$ cat src/design/hcs_pkg.sv
// Package for the heatseal cycle sequencer: register map, fields, timing, types
package hcs_pkg;

	// Timing at 10 MHz pclk
	localparam int unsigned CLK_HZ        = 10000000;
	localparam int unsigned TICK_MS       = 100;
	localparam int unsigned TICK_CYC      = CLK_HZ / 1000 * TICK_MS;
	localparam int unsigned PULSE_MS      = 500;
	localparam int unsigned PULSE_TICKS   = PULSE_MS / TICK_MS;
	localparam int unsigned BLINK_MS      = 500;
	localparam int unsigned BLINK_TICKS   = BLINK_MS / TICK_MS;

	// Setting limits and defaults, tenths of a second or degrees / percent
	localparam logic [9:0]  DELAY_MAX      = 10'h063;
	localparam logic [9:0]  SEAL_DEF       = 10'h00a;
	localparam logic [9:0]  COOL_TIME_MAX  = 10'h3e7;
	localparam logic [9:0]  COOL_TIME_DEF  = 10'h064;
	localparam logic [9:0]  COOL_ABS_MIN   = 10'h032;
	localparam logic [9:0]  COOL_REL_MIN   = 10'h028;
	localparam logic [9:0]  COOL_REL_MAX   = 10'h064;
	localparam logic [6:0]  REACH_PCT      = 7'h5f;
	localparam logic [6:0]  PCT_FULL       = 7'h64;

	// APB register byte offsets
	localparam logic [7:0] OFS_CTRL   = 8'h00;
	localparam logic [7:0] OFS_TIMES  = 8'h04;
	localparam logic [7:0] OFS_COOL   = 8'h08;
	localparam logic [7:0] OFS_TEMP   = 8'h0c;
	localparam logic [7:0] OFS_ALARM  = 8'h10;
	localparam logic [7:0] OFS_STATUS = 8'h14;
	localparam logic [7:0] OFS_ALEVEL = 8'h18;

	// Alarm codes as stored by software in the alarm register
	localparam logic [9:0] ERR_NONE = 10'h000;

	// Analog full scale code (10 V)
	localparam logic [11:0] ANA_FULL = 12'hfff;

	typedef enum logic [1:0] {
		HCS_COOL_ABS  = 2'h0,
		HCS_COOL_REL  = 2'h1,
		HCS_COOL_TIME = 2'h2
	} hcs_cool_t;

	typedef enum logic [1:0] {
		HCS_RLY_START = 2'h0,
		HCS_RLY_TEMP  = 2'h1,
		HCS_RLY_COOL  = 2'h2,
		HCS_RLY_PULSE = 2'h3
	} hcs_rly_t;

	typedef enum logic [4:0] {
		HCS_IDLE  = 5'b00001,
		HCS_DELAY = 5'b00010,
		HCS_HEAT  = 5'b00100,
		HCS_COOL  = 5'b01000,
		HCS_DONE  = 5'b10000
	} hcs_state_t;

	// Control register
	typedef struct packed {
		logic       time_on;
		logic       seal_at_heat;
		hcs_cool_t  cool_mode;
		hcs_rly_t   rly_mode;
		logic       alarm_inv;
		logic       aux_fixed;
	} hcs_ctrl_t;

	// Machine inputs after synchronising
	typedef struct packed {
		logic start;
		logic reset;
		logic key_reset;
		logic request_a;
	} hcs_pins_t;

	// Whole block state
	typedef struct packed {
		hcs_ctrl_t   ctrl;
		logic [9:0]  delay;
		logic [9:0]  seal;
		logic [9:0]  cool_val;
		logic [9:0]  setpoint;
		logic [9:0]  actual;
		logic [9:0]  request_a_t;
		logic [9:0]  err_code;
		logic        err_flash;
		logic [11:0] err_level;
		logic [11:0] temp_level;
		hcs_pins_t   s1;
		hcs_pins_t   s2;
		logic        start_old;
		hcs_state_t  st;
		logic [23:0] pre;
		logic [9:0]  ticks;
		logic        sealing;
		logic        aux;
		logic [2:0]  pulse;
		logic        hold;
		logic        blink;
		logic [2:0]  bcnt;
		logic [31:0] prdata;
	} hcs_state_s_t;

endpackage : hcs_pkg

$ cat src/design/hcs_sequencer.sv
// Heatseal cycle sequencer with APB register file
//
// Implementation choices: the register offsets and the APB interface to the registers.
`timescale 1ns/1ps
`default_nettype none

module hcs_sequencer (
	// Clock and reset
	input  wire logic        pclk,
	input  wire logic        presetn,
	// APB slave
	input  wire logic        psel,
	input  wire logic        penable,
	input  wire logic        pwrite,
	input  wire logic [7:0]  paddr,
	input  wire logic [31:0] pwdata,
	output logic      [31:0] prdata,
	output logic             pready,
	output logic             pslverr,
	// Machine control pins
	input  wire logic        start_in,
	input  wire logic        reset_in,
	input  wire logic        key_reset,
	input  wire logic        request_a,
	// Outputs
	output logic             heat_on,
	output logic             request_a_on,
	output logic             aux_relay,
	output logic             alarm_relay,
	output logic      [11:0] analog_out
);

	hcs_pkg::hcs_state_s_t q, d;

	logic        wr, rd, hit;
	logic        tick, start_rise, reached, clr;
	logic [16:0] t_pct, s_pct;
	logic        cool_done, calib_err;
	logic        alm;
	logic [31:0] rdv;

	// Zero wait states: every access ends in its first access cycle
	assign pready  = 1'b1;
	assign wr      = psel & penable & pwrite;
	// Read data latched at the setup edge, so it stands through the access phase
	assign rd      = psel & ~penable & ~pwrite;
	assign hit     = (paddr == hcs_pkg::OFS_CTRL) | (paddr == hcs_pkg::OFS_TIMES)
		| (paddr == hcs_pkg::OFS_COOL) | (paddr == hcs_pkg::OFS_TEMP)
		| (paddr == hcs_pkg::OFS_ALARM) | (paddr == hcs_pkg::OFS_STATUS)
		| (paddr == hcs_pkg::OFS_ALEVEL);
	assign pslverr = psel & penable & ~hit;
	assign prdata  = q.prdata;

	// Event and comparison terms
	assign tick       = (q.pre == 24'(hcs_pkg::TICK_CYC - 1));
	assign start_rise = q.s2.start & ~q.start_old;
	assign t_pct      = 17'(q.actual) * 17'(hcs_pkg::PCT_FULL);
	assign s_pct      = 17'(q.setpoint) * 17'(hcs_pkg::REACH_PCT);
	assign reached    = t_pct >= s_pct;
	assign calib_err  = (q.err_code != hcs_pkg::ERR_NONE) & q.err_flash;
	assign alm        = q.err_code != hcs_pkg::ERR_NONE;
	assign clr        = q.s2.reset | q.s2.key_reset;

	// Cooling end criterion
	always_comb begin
		unique case (q.ctrl.cool_mode)
			hcs_pkg::HCS_COOL_REL:
				cool_done = 17'(q.actual) * 17'(hcs_pkg::PCT_FULL)
					<= 17'(q.setpoint) * 17'(q.cool_val);
			hcs_pkg::HCS_COOL_TIME:
				cool_done = q.ticks >= q.cool_val;
			default:
				cool_done = q.actual < q.cool_val;
		endcase
		// In absolute mode request_a holds the band above this; never end
		if (q.ctrl.cool_mode != hcs_pkg::HCS_COOL_TIME && q.s2.request_a
			&& q.cool_val <= q.request_a_t && q.ctrl.cool_mode == hcs_pkg::HCS_COOL_ABS)
			cool_done = 1'b0;
	end

	// Read mux
	always_comb begin
		rdv = 32'h0000_0000;
		unique case (paddr)
			hcs_pkg::OFS_CTRL:   rdv = 32'(q.ctrl);
			hcs_pkg::OFS_TIMES:  rdv = {12'h000, q.seal, q.delay};
			hcs_pkg::OFS_COOL:   rdv = {22'h000000, q.cool_val};
			hcs_pkg::OFS_TEMP:   rdv = {2'h0, q.request_a_t, q.actual, q.setpoint};
			hcs_pkg::OFS_ALARM:  rdv = {21'h000000, q.err_flash, q.err_code};
			hcs_pkg::OFS_STATUS: rdv = {23'h000000, q.aux, q.sealing, q.hold,
				q.st, q.ticks[0]};
			hcs_pkg::OFS_ALEVEL: rdv = {8'h00, q.temp_level, q.err_level};
			default:             rdv = 32'h0000_0000;
		endcase
	end

	// Next state
	always_comb begin
		d = q;
		d.s1.start     = start_in;
		d.s1.reset     = reset_in;
		d.s1.key_reset = key_reset;
		d.s1.request_a = request_a;
		d.s2           = q.s1;
		d.start_old    = q.s2.start;
		d.prdata       = rd ? rdv : q.prdata;
		d.pre          = tick ? 24'h000000 : q.pre + 24'h000001;

		// Clear first, so a write or start in the same cycle still lands
		if (clr) begin
			d.err_code  = hcs_pkg::ERR_NONE;
			d.err_flash = 1'b0;
			d.hold      = 1'b0;
		end

		// Register writes
		if (wr) begin
			unique case (paddr)
				hcs_pkg::OFS_CTRL: begin
					d.ctrl = pwdata[$bits(hcs_pkg::hcs_ctrl_t)-1:0];
					if (d.ctrl.cool_mode != q.ctrl.cool_mode) begin
						unique case (d.ctrl.cool_mode)
							hcs_pkg::HCS_COOL_REL:  d.cool_val = hcs_pkg::COOL_REL_MIN;
							hcs_pkg::HCS_COOL_TIME: d.cool_val = hcs_pkg::COOL_TIME_DEF;
							default:                d.cool_val = hcs_pkg::COOL_ABS_MIN;
						endcase
					end
				end
				hcs_pkg::OFS_TIMES: begin
					d.delay = (pwdata[9:0] > hcs_pkg::DELAY_MAX) ? hcs_pkg::DELAY_MAX
						: pwdata[9:0];
					d.seal  = (pwdata[19:10] > hcs_pkg::COOL_TIME_MAX)
						? hcs_pkg::COOL_TIME_MAX : pwdata[19:10];
				end
				hcs_pkg::OFS_COOL: begin
					unique case (q.ctrl.cool_mode)
						hcs_pkg::HCS_COOL_REL:
							d.cool_val = (pwdata[9:0] < hcs_pkg::COOL_REL_MIN)
								? hcs_pkg::COOL_REL_MIN
								: (pwdata[9:0] > hcs_pkg::COOL_REL_MAX)
								? hcs_pkg::COOL_REL_MAX : pwdata[9:0];
						hcs_pkg::HCS_COOL_TIME:
							d.cool_val = (pwdata[9:0] > hcs_pkg::COOL_TIME_MAX)
								? hcs_pkg::COOL_TIME_MAX : pwdata[9:0];
						default:
							d.cool_val = (pwdata[9:0] < hcs_pkg::COOL_ABS_MIN)
								? hcs_pkg::COOL_ABS_MIN : pwdata[9:0];
					endcase
				end
				hcs_pkg::OFS_TEMP: begin
					d.setpoint  = pwdata[9:0];
					d.actual    = pwdata[19:10];
					d.request_a_t = pwdata[29:20];
				end
				hcs_pkg::OFS_ALARM: begin
					d.err_code  = pwdata[9:0];
					d.err_flash = pwdata[10];
				end
				hcs_pkg::OFS_ALEVEL: begin
					d.err_level  = pwdata[11:0];
					d.temp_level = pwdata[23:12];
				end
				default: ;
			endcase
		end

		// Sequencer
		if (tick)
			d.ticks = q.ticks + 10'h001;
		unique case (q.st)
			hcs_pkg::HCS_IDLE: begin
				if (q.ctrl.time_on && start_rise) begin
					d.ticks   = 10'h000;
					d.sealing = 1'b0;
					d.st      = hcs_pkg::HCS_DELAY;
				end
			end
			hcs_pkg::HCS_DELAY: begin
				if (q.ticks >= q.delay) begin
					d.ticks   = 10'h000;
					d.sealing = q.ctrl.seal_at_heat;
					d.st      = hcs_pkg::HCS_HEAT;
				end
			end
			hcs_pkg::HCS_HEAT: begin
				if (!q.sealing) begin
					d.ticks = 10'h000;
					if (reached)
						d.sealing = 1'b1;
				end else if (q.ticks >= q.seal) begin
					d.ticks   = 10'h000;
					d.sealing = 1'b0;
					d.st      = hcs_pkg::HCS_COOL;
				end
			end
			hcs_pkg::HCS_COOL: begin
				if (cool_done)
					d.st = hcs_pkg::HCS_DONE;
			end
			hcs_pkg::HCS_DONE: begin
				d.st = hcs_pkg::HCS_IDLE;
			end
		endcase
		if (q.s2.reset) begin
			d.st      = hcs_pkg::HCS_IDLE;
			d.sealing = 1'b0;
		end

		// Auxiliary relay
		if (!q.ctrl.time_on) begin
			d.aux   = q.ctrl.aux_fixed;
			d.pulse = 3'h0;
		end else begin
			unique case (q.ctrl.rly_mode)
				hcs_pkg::HCS_RLY_START:
					d.aux = (d.st != hcs_pkg::HCS_IDLE) && (d.st != hcs_pkg::HCS_DONE);
				hcs_pkg::HCS_RLY_TEMP:
					d.aux = (d.st == hcs_pkg::HCS_IDLE || d.st == hcs_pkg::HCS_DONE) ? 1'b0
						: (q.aux | ((q.st == hcs_pkg::HCS_HEAT) & reached));
				hcs_pkg::HCS_RLY_COOL:
					d.aux = d.st == hcs_pkg::HCS_COOL;
				hcs_pkg::HCS_RLY_PULSE: begin
					if (q.st == hcs_pkg::HCS_COOL && d.st == hcs_pkg::HCS_DONE) begin
						d.aux   = 1'b1;
						d.pulse = 3'h0;
					end else if (q.aux && (start_rise
						|| q.pulse == 3'(hcs_pkg::PULSE_TICKS))) begin
						d.aux = 1'b0;
					end else if (q.aux && tick) begin
						d.pulse = q.pulse + 3'h1;
					end
				end
			endcase
		end

		// Alarm hold and 1 Hz flash
		if (tick) begin
			if (q.bcnt == 3'(hcs_pkg::BLINK_TICKS - 1)) begin
				d.bcnt  = 3'h0;
				d.blink = ~q.blink;
			end else begin
				d.bcnt = q.bcnt + 3'h1;
			end
		end
		if (calib_err && start_rise)
			d.hold = 1'b1;
		if (!alm)
			d.hold = 1'b0;
	end

	// Request_a gate, heat drive and alarm relay
	always_comb begin
		heat_on     = q.st == hcs_pkg::HCS_HEAT;
		request_a_on  = q.s2.request_a & (!q.ctrl.time_on || q.st != hcs_pkg::HCS_HEAT);
		aux_relay   = q.aux;
		// Unless alarm_inv is set, calibration codes open until start; others close
		alarm_relay = (alm & (!q.err_flash | q.hold)) ^ (alm & q.ctrl.alarm_inv);
		if (!alm)
			analog_out = q.temp_level;
		else if (calib_err && !q.hold && q.blink)
			analog_out = hcs_pkg::ANA_FULL;
		else
			analog_out = q.err_level;
	end

	// State register
	always_ff @(posedge pclk or negedge presetn) begin
		if (!presetn) begin
			q                <= '0;
			q.ctrl.cool_mode <= hcs_pkg::HCS_COOL_ABS;
			q.ctrl.rly_mode  <= hcs_pkg::HCS_RLY_TEMP;
			q.cool_val       <= hcs_pkg::COOL_ABS_MIN;
			q.seal           <= hcs_pkg::SEAL_DEF;
			q.st             <= hcs_pkg::HCS_IDLE;
		end else begin
			q <= d;
		end
	end

	// Pulse mode releases the relay within its window
	pulse_len_a: assert property (@(posedge pclk) disable iff (!presetn)
		(q.ctrl.time_on && q.ctrl.rly_mode == hcs_pkg::HCS_RLY_PULSE && q.pulse == 3'h6)
		|-> !q.aux) else $error("pulse overran");
	// Reset input aborts a cycle
	abort_a: assert property (@(posedge pclk) disable iff (!presetn)
		q.s2.reset |=> q.st == hcs_pkg::HCS_IDLE) else $error("abort failed");
	// No request_a while heating under time control
	request_a_gate_a: assert property (@(posedge pclk) disable iff (!presetn)
		(q.ctrl.time_on && q.st == hcs_pkg::HCS_HEAT) |-> !request_a_on)
		else $error("request_a in heat");
	// Alarm cleared after reset input
	alarm_clear_a: assert property (@(posedge pclk) disable iff (!presetn)
		(clr && !(wr && paddr == hcs_pkg::OFS_ALARM)) |=> q.err_code == hcs_pkg::ERR_NONE)
		else $error("alarm kept");
	// Cooling relay follows cooling phase
	cool_relay_a: assert property (@(posedge pclk) disable iff (!presetn)
		(q.ctrl.time_on && $stable(q.ctrl) && q.ctrl.rly_mode == hcs_pkg::HCS_RLY_COOL
		&& $past(q.ctrl.time_on)) |-> q.aux == (q.st == hcs_pkg::HCS_COOL))
		else $error("cool relay");
	// Non-timed relay follows fixed setting
	fixed_relay_a: assert property (@(posedge pclk) disable iff (!presetn)
		!q.ctrl.time_on |=> aux_relay == $past(q.ctrl.aux_fixed))
		else $error("relay not fixed");
	// Held flash shows error level steadily
	hold_level_a: assert property (@(posedge pclk) disable iff (!presetn)
		(q.hold && alm) |-> analog_out == q.err_level) else $error("hold lost");
	// Heating preceded by delay state
	seq_order_a: assert property (@(posedge pclk) disable iff (!presetn)
		(q.st == hcs_pkg::HCS_HEAT && $past(q.st) != hcs_pkg::HCS_HEAT)
		|-> $past(q.st) == hcs_pkg::HCS_DELAY) else $error("bad order");

endmodule : hcs_sequencer
`default_nettype wire

$ cat config.mk
export PLATFORM = sky130hd
export DESIGN_NAME = hcs_sequencer
export DESIGN_NICKNAME = d
export VERILOG_FILES = /design/src/design/hcs_pkg.sv /design/src/design/hcs_sequencer.sv
export SDC_FILE = /design/constraint.sdc
export NUM_CORES = 1
export LEC_CHECK = 0
export BUFFER_PORTS_ARGS = -buffer_cell sky130_fd_sc_hd__buf_2
export CAP_MARGIN = 20
export CORE_MARGIN = 3
export CORE_UTILIZATION = 57
export CTS_CLUSTER_DIAMETER = 50
export DETAILED_ROUTE_END_ITERATION = 10
export MAX_ROUTING_LAYER = met4
export PLACE_DENSITY = 0.89
export SLEW_MARGIN = 20
export SYNTH_ARGS = -nofsm -noshare
export SYNTH_HDL_FRONTEND = slang
export SYNTH_SLANG_ARGS = --single-unit
$ cat constraint.sdc
create_clock -name pclk -period 6.6 [get_ports pclk]
set_input_delay 1.32 -clock pclk [delete_from_list [all_inputs] [get_ports pclk]]
set_output_delay 1.32 -clock pclk [all_outputs]
set_load 0.01 [all_outputs]
# After elaboration in Yosys (flattened, before gate mapping)
# Cells that the tools add are included.
# Widths: inputs -> output; s select.
dict set report totals {
  output_inout_bits 50
  register_bits 193
  in_bits 49
}
dict set report classes {
  n_mux 47
  addsub 4
  eq_ne 37
  order_cmp 13
  bitwise 26
  mul 3
  n_reduce_logical 31
}
# op count
set op_table {}
lappend op_table {{$pmux 30 s7} 1}
lappend op_table {{$mux 10} 8}
lappend op_table {{$mux 11} 6}
lappend op_table {{$mux 24} 2}
lappend op_table {{$pmux 10 s2} 2}
lappend op_table {{$mux 35} 1}
lappend op_table {{$pmux 11 s3} 1}
lappend op_table {{$ge 10x10->1} 3}
lappend op_table {{$mux 5} 6}
lappend op_table {{$pmux 5 s5} 1}
lappend op_table {{$add 24x1->24 const B} 1}
lappend op_table {{$eq 24x20->1 const B} 1}
lappend op_table {{$eq 8x5->1 const B} 3}
lappend op_table {{$mux 12} 2}
lappend op_table {{$gt 10x10->1 const B} 2}
lappend op_table {{$gt 10x7->1 const B} 2}
lappend op_table {{$lt 10x6->1 const B} 2}
lappend op_table {{$ge 17x17->1} 1}
lappend op_table {{$le 17x17->1} 1}
lappend op_table {{$mul 10x10->17} 1}
lappend op_table {{$mul 10x7->17 const B} 1}
lappend op_table {{$eq 8x4->1 const B} 2}
lappend op_table {{$mul 10x5->15 const B} 1}
lappend op_table {{$pmux 7 s2} 1}
lappend op_table {{42 further kinds} 109}

# Logic depth before layout (Yosys ltp)
# Gate-level depths: netlist (run 1).
dict set report depth {
  word_depth 13
  mapped_depth 29
}

# Worst setup path after synthesis (run 1)
# OpenSTA, ideal clock, no wires.
dict set report synth_path {
  path_kind {register -> register}
  from {reg q[152] (netlist name)}
  to {reg q[38] (netlist name)}
  setup_ns 0.119
  n_path_buf 1
  t_arrival_ns 6.451
  required_time_ns 6.481
  path_stages_with_launch 28
  path_slack_ns 0.031
  cell_sequence {dfrtp_1 > clkbuf_1 > nand2_1 > fa_1 > inv_1 > fa_1 > fa_1 > fa_1 > inv_1 > fa_1 > inv_1 > ha_1 > and3_1 > a21oi_1 > a31oi_1 > a21o_1 > a21oi_1 > xor2_1 > ha_1 > a21o_1 > a211oi_1 > o21ai_0 > o21ai_2 > nor3_4 > nor3_4 > o2111ai_1 > and3_1 > o21a_1}
}
dict set report synth_between {
  elab_chain_cells 12
  elab_cells_between_ends 15
  classes_between {mul (1); order compare (1); eq/ne (3); mux (8); reduce/logical (2)}
}
# element line_no
set synth_rtl {}
lappend synth_rtl {{from (decl)} hcs_sequencer.sv:33} ;# hcs_pkg::hcs_state_s_t q, d;
lappend synth_rtl {{$mul 10x10->17 (*)} hcs_sequencer.sv:69} ;# <= 17'(q.setpoint) * 17'(q.cool_val);
lappend synth_rtl {{$le 17x17->1 (*)} hcs_sequencer.sv:69}
lappend synth_rtl {{$pmux 1 s2 (*)} hcs_sequencer.sv:66} ;# unique case (q.ctrl.cool_mode)
lappend synth_rtl {{$mux 1 (*)} hcs_sequencer.sv:76} ;# if (q.ctrl.cool_mode != hcs_pkg::HCS_COOL_TIME && q.s2.request_a
lappend synth_rtl {{$mux 5 (*)} hcs_sequencer.sv:197} ;# if (cool_done)
lappend synth_rtl {{$pmux 5 s5 (*)} hcs_sequencer.sv:170} ;# unique case (q.st)
lappend synth_rtl {{$mux 5 (*)} hcs_sequencer.sv:204} ;# if (q.s2.reset) begin
lappend synth_rtl {{$eq 5x5->1 (*)} hcs_sequencer.sv:223} ;# if (q.st == hcs_pkg::HCS_COOL && d.st == hcs_pkg::HCS_DONE) begin
lappend synth_rtl {{$logic_and 1x1->1 (*)} hcs_sequencer.sv:223}
lappend synth_rtl {{$mux 4} hcs_sequencer.sv:223}
lappend synth_rtl {{$mux 3} hcs_sequencer.sv:214} ;# unique case (q.ctrl.rly_mode)
lappend synth_rtl {{$mux 4} hcs_sequencer.sv:210} ;# if (!q.ctrl.time_on) begin
# Every way passes the cells marked *; elsewhere a longest branch is shown, timed or not. The select of a mux whose other input is x is not followed.
# A chain may end at the register's enable or synchronous reset.

# Worst setup path in the final report (run 1)
dict set report layout_path {
  from {reg q[156] (netlist name)}
  to {reg q[38] (netlist name)}
}
dict set report layout_between {
  elab_chain_cells 12
  elab_cells_between_ends 20
  classes_between {mul (1); order compare (4); eq/ne (3); mux (8); reduce/logical (4)}
}
# element line_no
set layout_rtl {}
lappend layout_rtl {{$mul 10x10->17 / $le 10x10->1 (equally long branches)} {hcs_sequencer.sv:69, hcs_sequencer.sv:77}}
lappend layout_rtl {{$le 17x17->1 / $logic_and 1x1->1 (equally long branches)} {hcs_sequencer.sv:69, hcs_sequencer.sv:77}}
lappend layout_rtl {{$pmux 1 s2 / $logic_and 1x1->1 (equally long branches)} {hcs_sequencer.sv:66, hcs_sequencer.sv:77}}
lappend layout_rtl {{$mux 1 (*)} hcs_sequencer.sv:76}
lappend layout_rtl {{$mux 5 (*)} hcs_sequencer.sv:197}
lappend layout_rtl {{$pmux 5 s5 (*)} hcs_sequencer.sv:170}
lappend layout_rtl {{$mux 5 (*)} hcs_sequencer.sv:204}
lappend layout_rtl {{$eq 5x5->1 (*)} hcs_sequencer.sv:223}
lappend layout_rtl {{$logic_and 1x1->1 (*)} hcs_sequencer.sv:223}
lappend layout_rtl {{$mux 4} hcs_sequencer.sv:223}
lappend layout_rtl {{$mux 3} hcs_sequencer.sv:214}
lappend layout_rtl {{$mux 4} hcs_sequencer.sv:210}
# Marked as above.

==> results of run 1 <==
## how the worst max path moves through the flow
stage                     slack [ns]        end  cells after the start    from
after global routing           -0.38      q[38]                     30  q[147]
after detailed placement       -0.40  aux_relay                     27  q[158]
final                          -0.17      q[38]                     29  q[156]
after global placement         -0.22      q[39]                     27  q[158]
after CTS                      -0.12      q[38]                     28  q[156]
after floorplan                 0.03      q[38]                     27  q[152]
## what timing repair did
action | CTS | global route
setup endpoints to repair | 5 | 7
setup buffers | 8 | 3
resized for setup | 37 | 22
pin swaps | 34 | 19
## per-stage QoR
stage | worst slack (ns) | cell area (um2) | TNS, ns | hold slack [ns]
global route | -0.3847 | 18820 | -1.530 | 0.3500
detailed placement | -0.3958 | 17870 | -1.727 | 0.3347
finish | -0.1664 | 18820 | -0.5525 | 0.3492
CTS | -0.1249 | 18710 | -0.3514 | 0.3543
floorplan | 0.03062 | 16690 | 0 | 0.3312
global placement | -0.2242 | 17870 | -0.8494 | 0.3333
## logic make-up after synthesis
| group | after synthesis | synth area share, % |
|---|---|---|
| and+or+nand+nor | 561 | 15.98 |
| adders and majority gates | 301 | 26.84 |
| DFF | 191 | 28.69 |
| buffers and inverters | 298 | 7.572 |
| other | 2 | 0.04500 |
| xor gates and xnor gates | 77 | 4.041 |
| AOI/OAI and AO/OA | 318 | 12.02 |
| muxes | 73 | 4.806 |
## state kept, by name (all words and copies together), names as in the netlist
name	count
q	155
aux_relay	1
d	5
prdata	30
## metal layers
metal  global-route usage, %  share of wire (%)
met1                   39.66                 38
met2                   50.64                 47
met3                   7.036                9.9
met4                   15.88                5.7
met5                       -                  0
## layout by cell type (no fill, tap or decap), types with 17 or more instances in the layout
master,n
fa_1,93
dfrtp_1,181
ha_1,199
nand3_1,47
mux2_2,56
and3_1,17
xnor2_1,35
xor2_1,40
nor3_1,18
buf_4,98
nor2_1,163
nand2_1,185
buf_2,92
nand4_1,17
clkbuf_16,17
a21oi_1,76
inv_1,185
o21ai_0,98
## final cells by class
type | count | area [um2] | share of cell area [%]
multi-input cells | 1333 | 10910 | 57.97
flip-flops and latches | 191 | 4792 | 25.46
repair buffers | 196 | 1266 | 6.727
inverters | 199 | 748.2 | 3.975
well taps | 384 | 480.5 | 2.553
clock buffers | 17 | 425.4 | 2.260
clock inverters | 15 | 197.7 | 1.050
## worst register-to-register path: cells and delay by family (launching register included)
family	cells	cell delay, ns
simple gates	7	1.19
xor+xnor	1	0.12
flops	1	0.64
fa+ha+maj	7	3.06
buf+inv	7	0.70
compound gates	7	1.02
## report_power, final
group          total, mW  internal [mW]  switching (mW)
combinational      0.427          0.164           0.263
sequential          1.22           1.19          0.0238
clock               1.09          0.525           0.565
## synthesized netlist by cell type (5+ instances only)
cell type,instances
nand2b_1,16
clkbuf_1,48
nor2b_1,10
mux2i_1,16
a22oi_1,15
a221oi_1,15
o211ai_1,5
buf_4,33
inv_1,193
o221ai_1,6
dfstp_2,7
nand3b_1,5
nand3_1,47
o22ai_1,7
buf_2,16
and2_1,16
clkinv_1,6
nand2_1,188
xnor2_1,36
nor3_1,21
a31oi_1,8
o21ai_0,100
xor2_1,41
ha_1,206
dfrtp_1,184
and3_1,20
a21o_1,15
a21oi_1,81
o31ai_1,6
o21a_1,9
nor4_1,10
or3_1,10
fa_1,95
nor2_1,165
nand4_1,17
mux2_2,56
a211oi_1,7
==> flow_summary.ini, run 1 <==
[finish]
fin_nets = 2288
fin_util_pct = 65.40
num-fill-cells = 2075
antenna_cells = 0
layout-drive-gt1-share_pct = 18.71
areaGrowthSynthToFinish_pct = 12.78
stdcell_count = 2335

[logic_synthesis]
synth_area_um2 = 16690
synth_top_cell_by_area = dfrtp_1
synth_cell_types = 84
async_reset_ff_share_pct = 100.0
synth_top_cell_area_share_pct = 27.59
synth.area.top_cells = dfrtp_1 28%, ha_1 15%, fa_1 11%
synth_top_flop_cell = dfrtp_1
yosysWarnings = 0
synthCells = 1821
synth-seq-area-share_pct = 28.69
ys_ff_latch = 191
synth_edf_count = 0
syn_avg_cell_area_um2 = 9.164

[timing]
period_share_pct = 102.5
max_clock_freq_ghz = 0.1478
slew_viol_final = 0
setup_viol = 4
worstMarginPinSlew_ns = 1.046
slew_headroom_pct = 30.03
setup_ws_ns = -0.1664
finClkSkew_ns = 0.01667
period_needed_ns = 6.766
grt_setup_unrepaired = true
finalHoldViolations = 0

[floorplan]
fp.dieArea_um2 = 31370
rows = 62
io_pins = 99
core_um2 = 28780
die_h_um = 177.1
die_width_um = 177.1
initial_core_util_pct = 57.99

[critical_path]
timing.rr.start = q[156]
max_stage_delay_ns = 0.64
r2r_end = q[38]
worst_r2r_path_depth = 29
path_common_cell = fa_1
cp_top_family = adder cells
cp.required_ns = 6.99
reg2reg_slack_ns = -0.17
slowest_stage = dfstp_2
arrival_ns = 7.16
worst-path-max-fanout = 5
crit_buf_inv = 7
start_kind = flop
cp-end-kind = flop
worstSetupPathType = flop to flop

[hold_path]
hold_class = flop to flop
hp-start = d[83]
whs_endpoint = q[83]
worstHoldPathCells = 0

[routing]
drtIter0Drc = 1764
ant_nets = 0
routedWlPerCell_um = 21.14
routed_via_density = 6.266
routed_wl_um = 49360
routed-via-count = 14630
drcViolationCount = 0
dr.pass1.iters = 7

[run_status]
outcome = complete, but fails checks
violations = setup timing

[global_routing]
grt_usage_pct = 32.28
grt_pass1_wl_um = 77600
grt.overflow.total = 0
grt_pass1_vias = 14990
grt_antenna_before_repair = 0
grt_max_degree = 87

[place]
hpwl_um = 36890
numPortBuffers = 93
place_congestion = 1.009
placed_cells_incl_taps = 2294

[clock_network]
cts_tree = built
h-tree-depth = 4
cts_buffer_depth = 2
cts_inserted_buffers = 17
cts_root_buf = clkbuf_16
insertion_delay_ns = 0.46
clock_sink_count = 191
cts.clk_slew.worst_paths_ns = 0.09
cts_hold_buf = 0

[power_and_ir_drop]
vdd_drop_max_mv = 0.1535
power_density_nw_per_um2 = 145.3
p_leak_nw = 9.720
p_total_mw = 2.736

[job]
maxCapViolations = 0
Power figures use the tool's default switching activity.
==> run 2, diff against run 1 <==
Settings changed: CORE_UTILIZATION 57 to 55, PLACE_DENSITY 0.89 to 0.87.
==> run 2 against run 1 <==
  * The run still ends with setup timing left
  * Fmax about the same
  * Sequential share of layout area is 0.064 points lower
  * Critical path depth stayed put
  * First-iteration DRC count is 9.5% lower
  * Flip-flop and latch count did not move
  * Sequential power about the same
  * Combinational power is 3% lower
  * Routed wire length is 3.4% lower
  * Via count down 1.2%
  * Die area up 3.5%
  * Cell count is 0.43% higher
  * Power fell by 1.8%
==> flow_summary.ini, run 2 (synthesis results as in run 1) <==
[run_status]
outcome = complete, but fails checks
violations = setup timing

[hold_path]
hold_class = flop to flop

[clock_network]
cts_tree = built
clock_sink_count = 191
cts_buffer_depth = 2
cts_root_buf = clkbuf_16
insertion_delay_ns = 0.45
h-tree-depth = 4
cts_inserted_buffers = 17
cts.clk_slew.worst_paths_ns = 0.07

[critical_path]
arrival_ns = 7.13
worst-path-max-fanout = 4
cp.required_ns = 6.97
max_stage_delay_ns = 0.59
cp-end-kind = flop
worstSetupPathType = flop to flop
path_common_cell = fa_1
start_kind = flop
slowest_stage = dfstp_2

[routing]
routedWlPerCell_um = 20.34
routed-via-count = 14460
drtIter0Drc = 1596
drcViolationCount = 0
routed_via_density = 6.166
dr.pass1.iters = 7
routed_wl_um = 47700
ant_nets = 0

[timing]
setup_viol = 4
grt_setup_unrepaired = true
finalHoldViolations = 0
finClkSkew_ns = 0.01282
worstMarginPinSlew_ns = 0.9754
setup_ws_ns = -0.1610
worst_hold_slack_ns = 0.3538
tns_ns = -0.5391
max_clock_freq_ghz = 0.1479
slew_headroom_pct = 34.97
period_needed_ns = 6.761
slew_viol_final = 0
period_share_pct = 102.4

[power_and_ir_drop]
vdd_drop_max_mv = 0.1907
p_total_mw = 2.687
power_density_nw_per_um2 = 142.4
p_leak_nw = 9.710

[floorplan]
die_h_um = 180.2
initial_core_util_pct = 56.01
core_um2 = 29800
die_width_um = 180.2
fp.dieArea_um2 = 32470
io_pins = 99
rows = 63

[global_routing]
grt_pass1_vias = 14640
grt_max_degree = 127
grt_usage_pct = 29.80
grt_pass1_wl_um = 76050
grt_antenna_before_repair = 1
grt.overflow.total = 0

[place]
placed_cells_incl_taps = 2298
hpwl_um = 35930
place_congestion = 0.9961
numPortBuffers = 93

[finish]
regMostFlops = q
fin_nets = 2291
num-fill-cells = 2326
stdcell_count = 2345
largest_register_ffs = 155
final_cell_mix = 202 x ha_1, 187 x nand2_1, 185 x inv_1
final_common_cell = ha_1
areaGrowthSynthToFinish_pct = 13.10
layout-drive-gt1-share_pct = 19.04

[job]
maxCapViolations = 0
run 2: final cells by class:
type	count	area (um2)	area share, %
sequential	191	4793	25.40
antenna	1	2.502	0.01326
clock inverter	10	125.1	0.6629
tap	390	488.0	2.585
multi-input combinational	1333	10920	57.87
timing repair buffer	199	1315	6.967
inverter	199	753.2	3.991
clock buffer	22	474.2	2.512
run 2: final timing paths:
path	from	end	slack [ns]	depth (start not counted)
max in group asynchronous	presetn	q[158]	4.07	2
max	q[156]	q[37]	-0.16	29
max reg2reg	q[156]	q[37]	-0.16	29
min	d[85]	d[81]	0.35	0
min reg2reg	d[85]	d[81]	0.35	0
min in group asynchronous	presetn	q[57]	1.04	1
run 2: repair_timing:
item / CTS / global route
hold endpoints to repair: 0 / 0
pin swaps: 44 / 15
setup buffers: 14 / 1
gates resized for setup: 52 / 13
hold buffers: 0 / 0
endpoints found under the setup margin: 5 / 6
run 2: power by group:
group | internal (mW) | switching [mW]
registers | 1.20 | 0.0229
clock network | 0.593 | 0.461
logic | 0.159 | 0.255
total | 1.95 | 0.739
run 2: worst max-delay path: cells and delay by family (launching register included):
| family | cells | cell delay [ns] |
|---|---|---|
| DFF | 1 | 0.59 |
| buffers and inverters | 6 | 0.60 |
| adders and majority gates | 7 | 2.84 |
| xor gates and xnor gates | 1 | 0.11 |
| and+or+nand+nor | 7 | 1.15 |
| AOI/OAI and AO/OA | 8 | 1.38 |
run 2: per-stage QoR:
step | setup slack, ns | utilization, % | area, um2
6_report | -0.1610 | 63.35 | 18870
5_1_grt | -0.3796 | 63.35 | 18870
4_1_cts | -0.05576 | 63.06 | 18790
3_5_place_dp | -0.3309 | 59.91 | 17850
3_3_place_gp | -0.2727 | 59.91 | 17850
2_1_floorplan | 0.03062 | - | 16690
run 2: routing by layer:
layer  share of wire (%)  vias to the layer above  wire length [um]  global-route usage (%)
met5                   0                        -                 0                       -
met4                 4.3                        0              2044                   10.96
met3                 8.9                      184              4254                   6.338
met2                  48                      741             22690                   47.27
met1                  39                     7111             18710                   37.95
li1                    -                     6423                 -                       -
==> run 3, diff against run 2 <==
Settings changed: ABC_AREA from default to 1, SLEW_MARGIN 20 to default.
==> run 3 against run 2 <==
  * The run still ends with setup timing left
  * Flip-flop and latch count unchanged
  * Cell count up 13%
  * Worst setup slack worse by 0.32 ns
  * Hold slack worse by 0.0026 ns
  * Critical endpoint unchanged
==> flow_summary.ini, run 3 <==
[power_and_ir_drop]
p_leak_nw = 10.66
vdd_drop_max_mv = 0.2047
p_total_mw = 2.637
power_density_nw_per_um2 = 138.4

[critical_path]
slowest_stage = dfstp_2
arrival_ns = 7.45
max_stage_delay_ns = 0.62
path_common_cell = nand2_2
cp-end-kind = flop
worst-path-max-fanout = 5
cp.required_ns = 6.97
worstSetupPathType = flop to flop
start_kind = flop

[finish]
areaGrowthSynthToFinish_pct = 11.40
fin_nets = 2602
largest_register_ffs = 155
final_common_cell = inv_1
seqCellArea_um2 = 4797
layout-drive-gt1-share_pct = 13.69
multiInputGateArea_um2 = 10450
final_cell_mix = 421 x inv_1, 390 x nand2_1, 201 x ha_1
num-fill-cells = 2443
regMostFlops = q
fin_area_um2 = 19050
antenna_cells = 0

[clock_network]
h-tree-depth = 4
cts_hold_buf = 0
clock_sink_count = 191
cts.clk_slew.worst_paths_ns = 0.07
cts_tree = built
cts_root_buf = clkbuf_16
cts_inserted_buffers = 17
cts_buffer_depth = 2
insertion_delay_ns = 0.45

[routing]
drcViolationCount = 0
dr.pass1.iters = 7
routed_via_density = 5.788
routed_wl_um = 49090
routed-via-count = 15370
routedWlPerCell_um = 18.49
ant_nets = 0
drtIter0Drc = 1310

[logic_synthesis]
syn_avg_cell_area_um2 = 7.950
synth_top_cell_area_share_pct = 26.92
async_reset_ff_share_pct = 100.0
synth_cell_types = 64
ys_ff_latch = 191
synth-seq-area-share_pct = 28.00
synth_edf_count = 0
synth_area_um2 = 17100
synth_top_flop_cell = dfrtp_1
yosysMostFrequentCell = inv_1
synth_top_cell_by_area = dfrtp_1
yosysWarnings = 0
synthCells = 2151
netlist_top_cells_count = 426 x inv_1, 407 x nand2_1, 206 x ha_1, 184 x dfrtp_1, 163 x o21ai_0
synth.area.top_cells = dfrtp_1 27%, ha_1 15%, fa_1 11%

[timing]
worst_hold_slack_ns = 0.3512
worstMarginPinSlew_ns = 1.089
grt_setup_unrepaired = true
max_clock_freq_ghz = 0.1412
period_needed_ns = 7.082
slew_viol_final = 0
finClkSkew_ns = 0.01287
setup_ws_ns = -0.4821
slew_headroom_pct = 26.72
period_share_pct = 107.3
finalHoldViolations = 0
setup_viol = 6

[run_status]
violations = setup timing
outcome = complete, but fails checks

[hold_path]
hold_class = flop to flop

[floorplan]
initial_core_util_pct = 56.79
core_um2 = 30110
die_width_um = 182.3
rows = 63
io_pins = 99
fp.dieArea_um2 = 33250
die_h_um = 182.3

[global_routing]
grt.overflow.total = 0
grt_usage_pct = 30.29
grt_pass1_vias = 15170
grt_antenna_before_repair = 0
grt_pass1_wl_um = 77940
grt_max_degree = 73

[place]
numPortBuffers = 93
placed_area_um2 = 18110
hpwl_um = 37380
place_congestion = 0.9971

[job]
maxCapViolations = 0
==> run 3: final timing paths <==
check,from,end,slack [ns],cells past startpoint
worst max-delay path,q[156],q[37],-0.48,45
worst min-delay path,d[85],d[81],0.35,0
worst max register to register,q[156],q[37],-0.48,45
worst min register to register,d[85],d[81],0.35,0
max in group asynchronous,presetn,q[148],4.46,2
min in group asynchronous,presetn,q[39],0.82,1
==> run 3: power breakdown <==
part / internal, mW / switching (mW)
registers: 1.19 / 0.0152
logic: 0.133 / 0.247
clock network: 0.541 / 0.515
total: 1.86 / 0.778
==> run 3: cells by family after synthesis <==
kind of cell	count (synthesis)	share of synthesized area, %
AO/OA/AOI/OAI	383	12.72
other	2	0.04391
AND/OR/NAND/NOR	694	17.95
adder cells (fa/ha/maj)	301	26.19
XOR/XNOR	54	2.766
flip-flops	191	28.00
buffers and inverters	526	12.33
==> run 3: layout make-up <==
class	instances	area share, %
multi-input combinational	1435	54.83
tap	390	2.561
timing repair buffer	170	5.675
clock buffer	17	2.233
inverter	437	8.637
sequential	191	25.18
clock inverter	15	0.8801
==> run 3: worst max-delay path: cells and delay by family, from the launching register on <==
kind            cells  cell delay, ns
flops               1            0.62
buf+inv             6            0.41
compound gates      5            0.75
fa+ha+maj           7            3.11
simple gates       27            2.11
==> run 3: per-layer routing <==
metal	vias up	GRT usage, %	share of wire (%)
met5	-	-	0
met4	0	13.44	5.0
met3	161	4.345	7.1
met2	692	48.87	48
met1	7424	38.19	40
li1	7090	-	-
==> run 3: metrics by stage <==
step                TNS, ns  setup WS, ns  utilization, %  cells
CTS                 -0.8011       -0.2320           62.54   2650
global placement     -1.298       -0.3208           60.16   2612
floorplan                 0       0.02370               -   2152
global route         -4.402       -0.8390           63.27   2655
detailed placement   -2.398       -0.5403           60.16   2612
finish               -2.337       -0.4821           63.27   2655
==> run 3: what timing repair did <==
item                       in CTS  in global routing
buffers inserted                6                  5
gates resized for setup        22                 37
setup endpoints to repair       6                  6
pin swaps                      12                 35
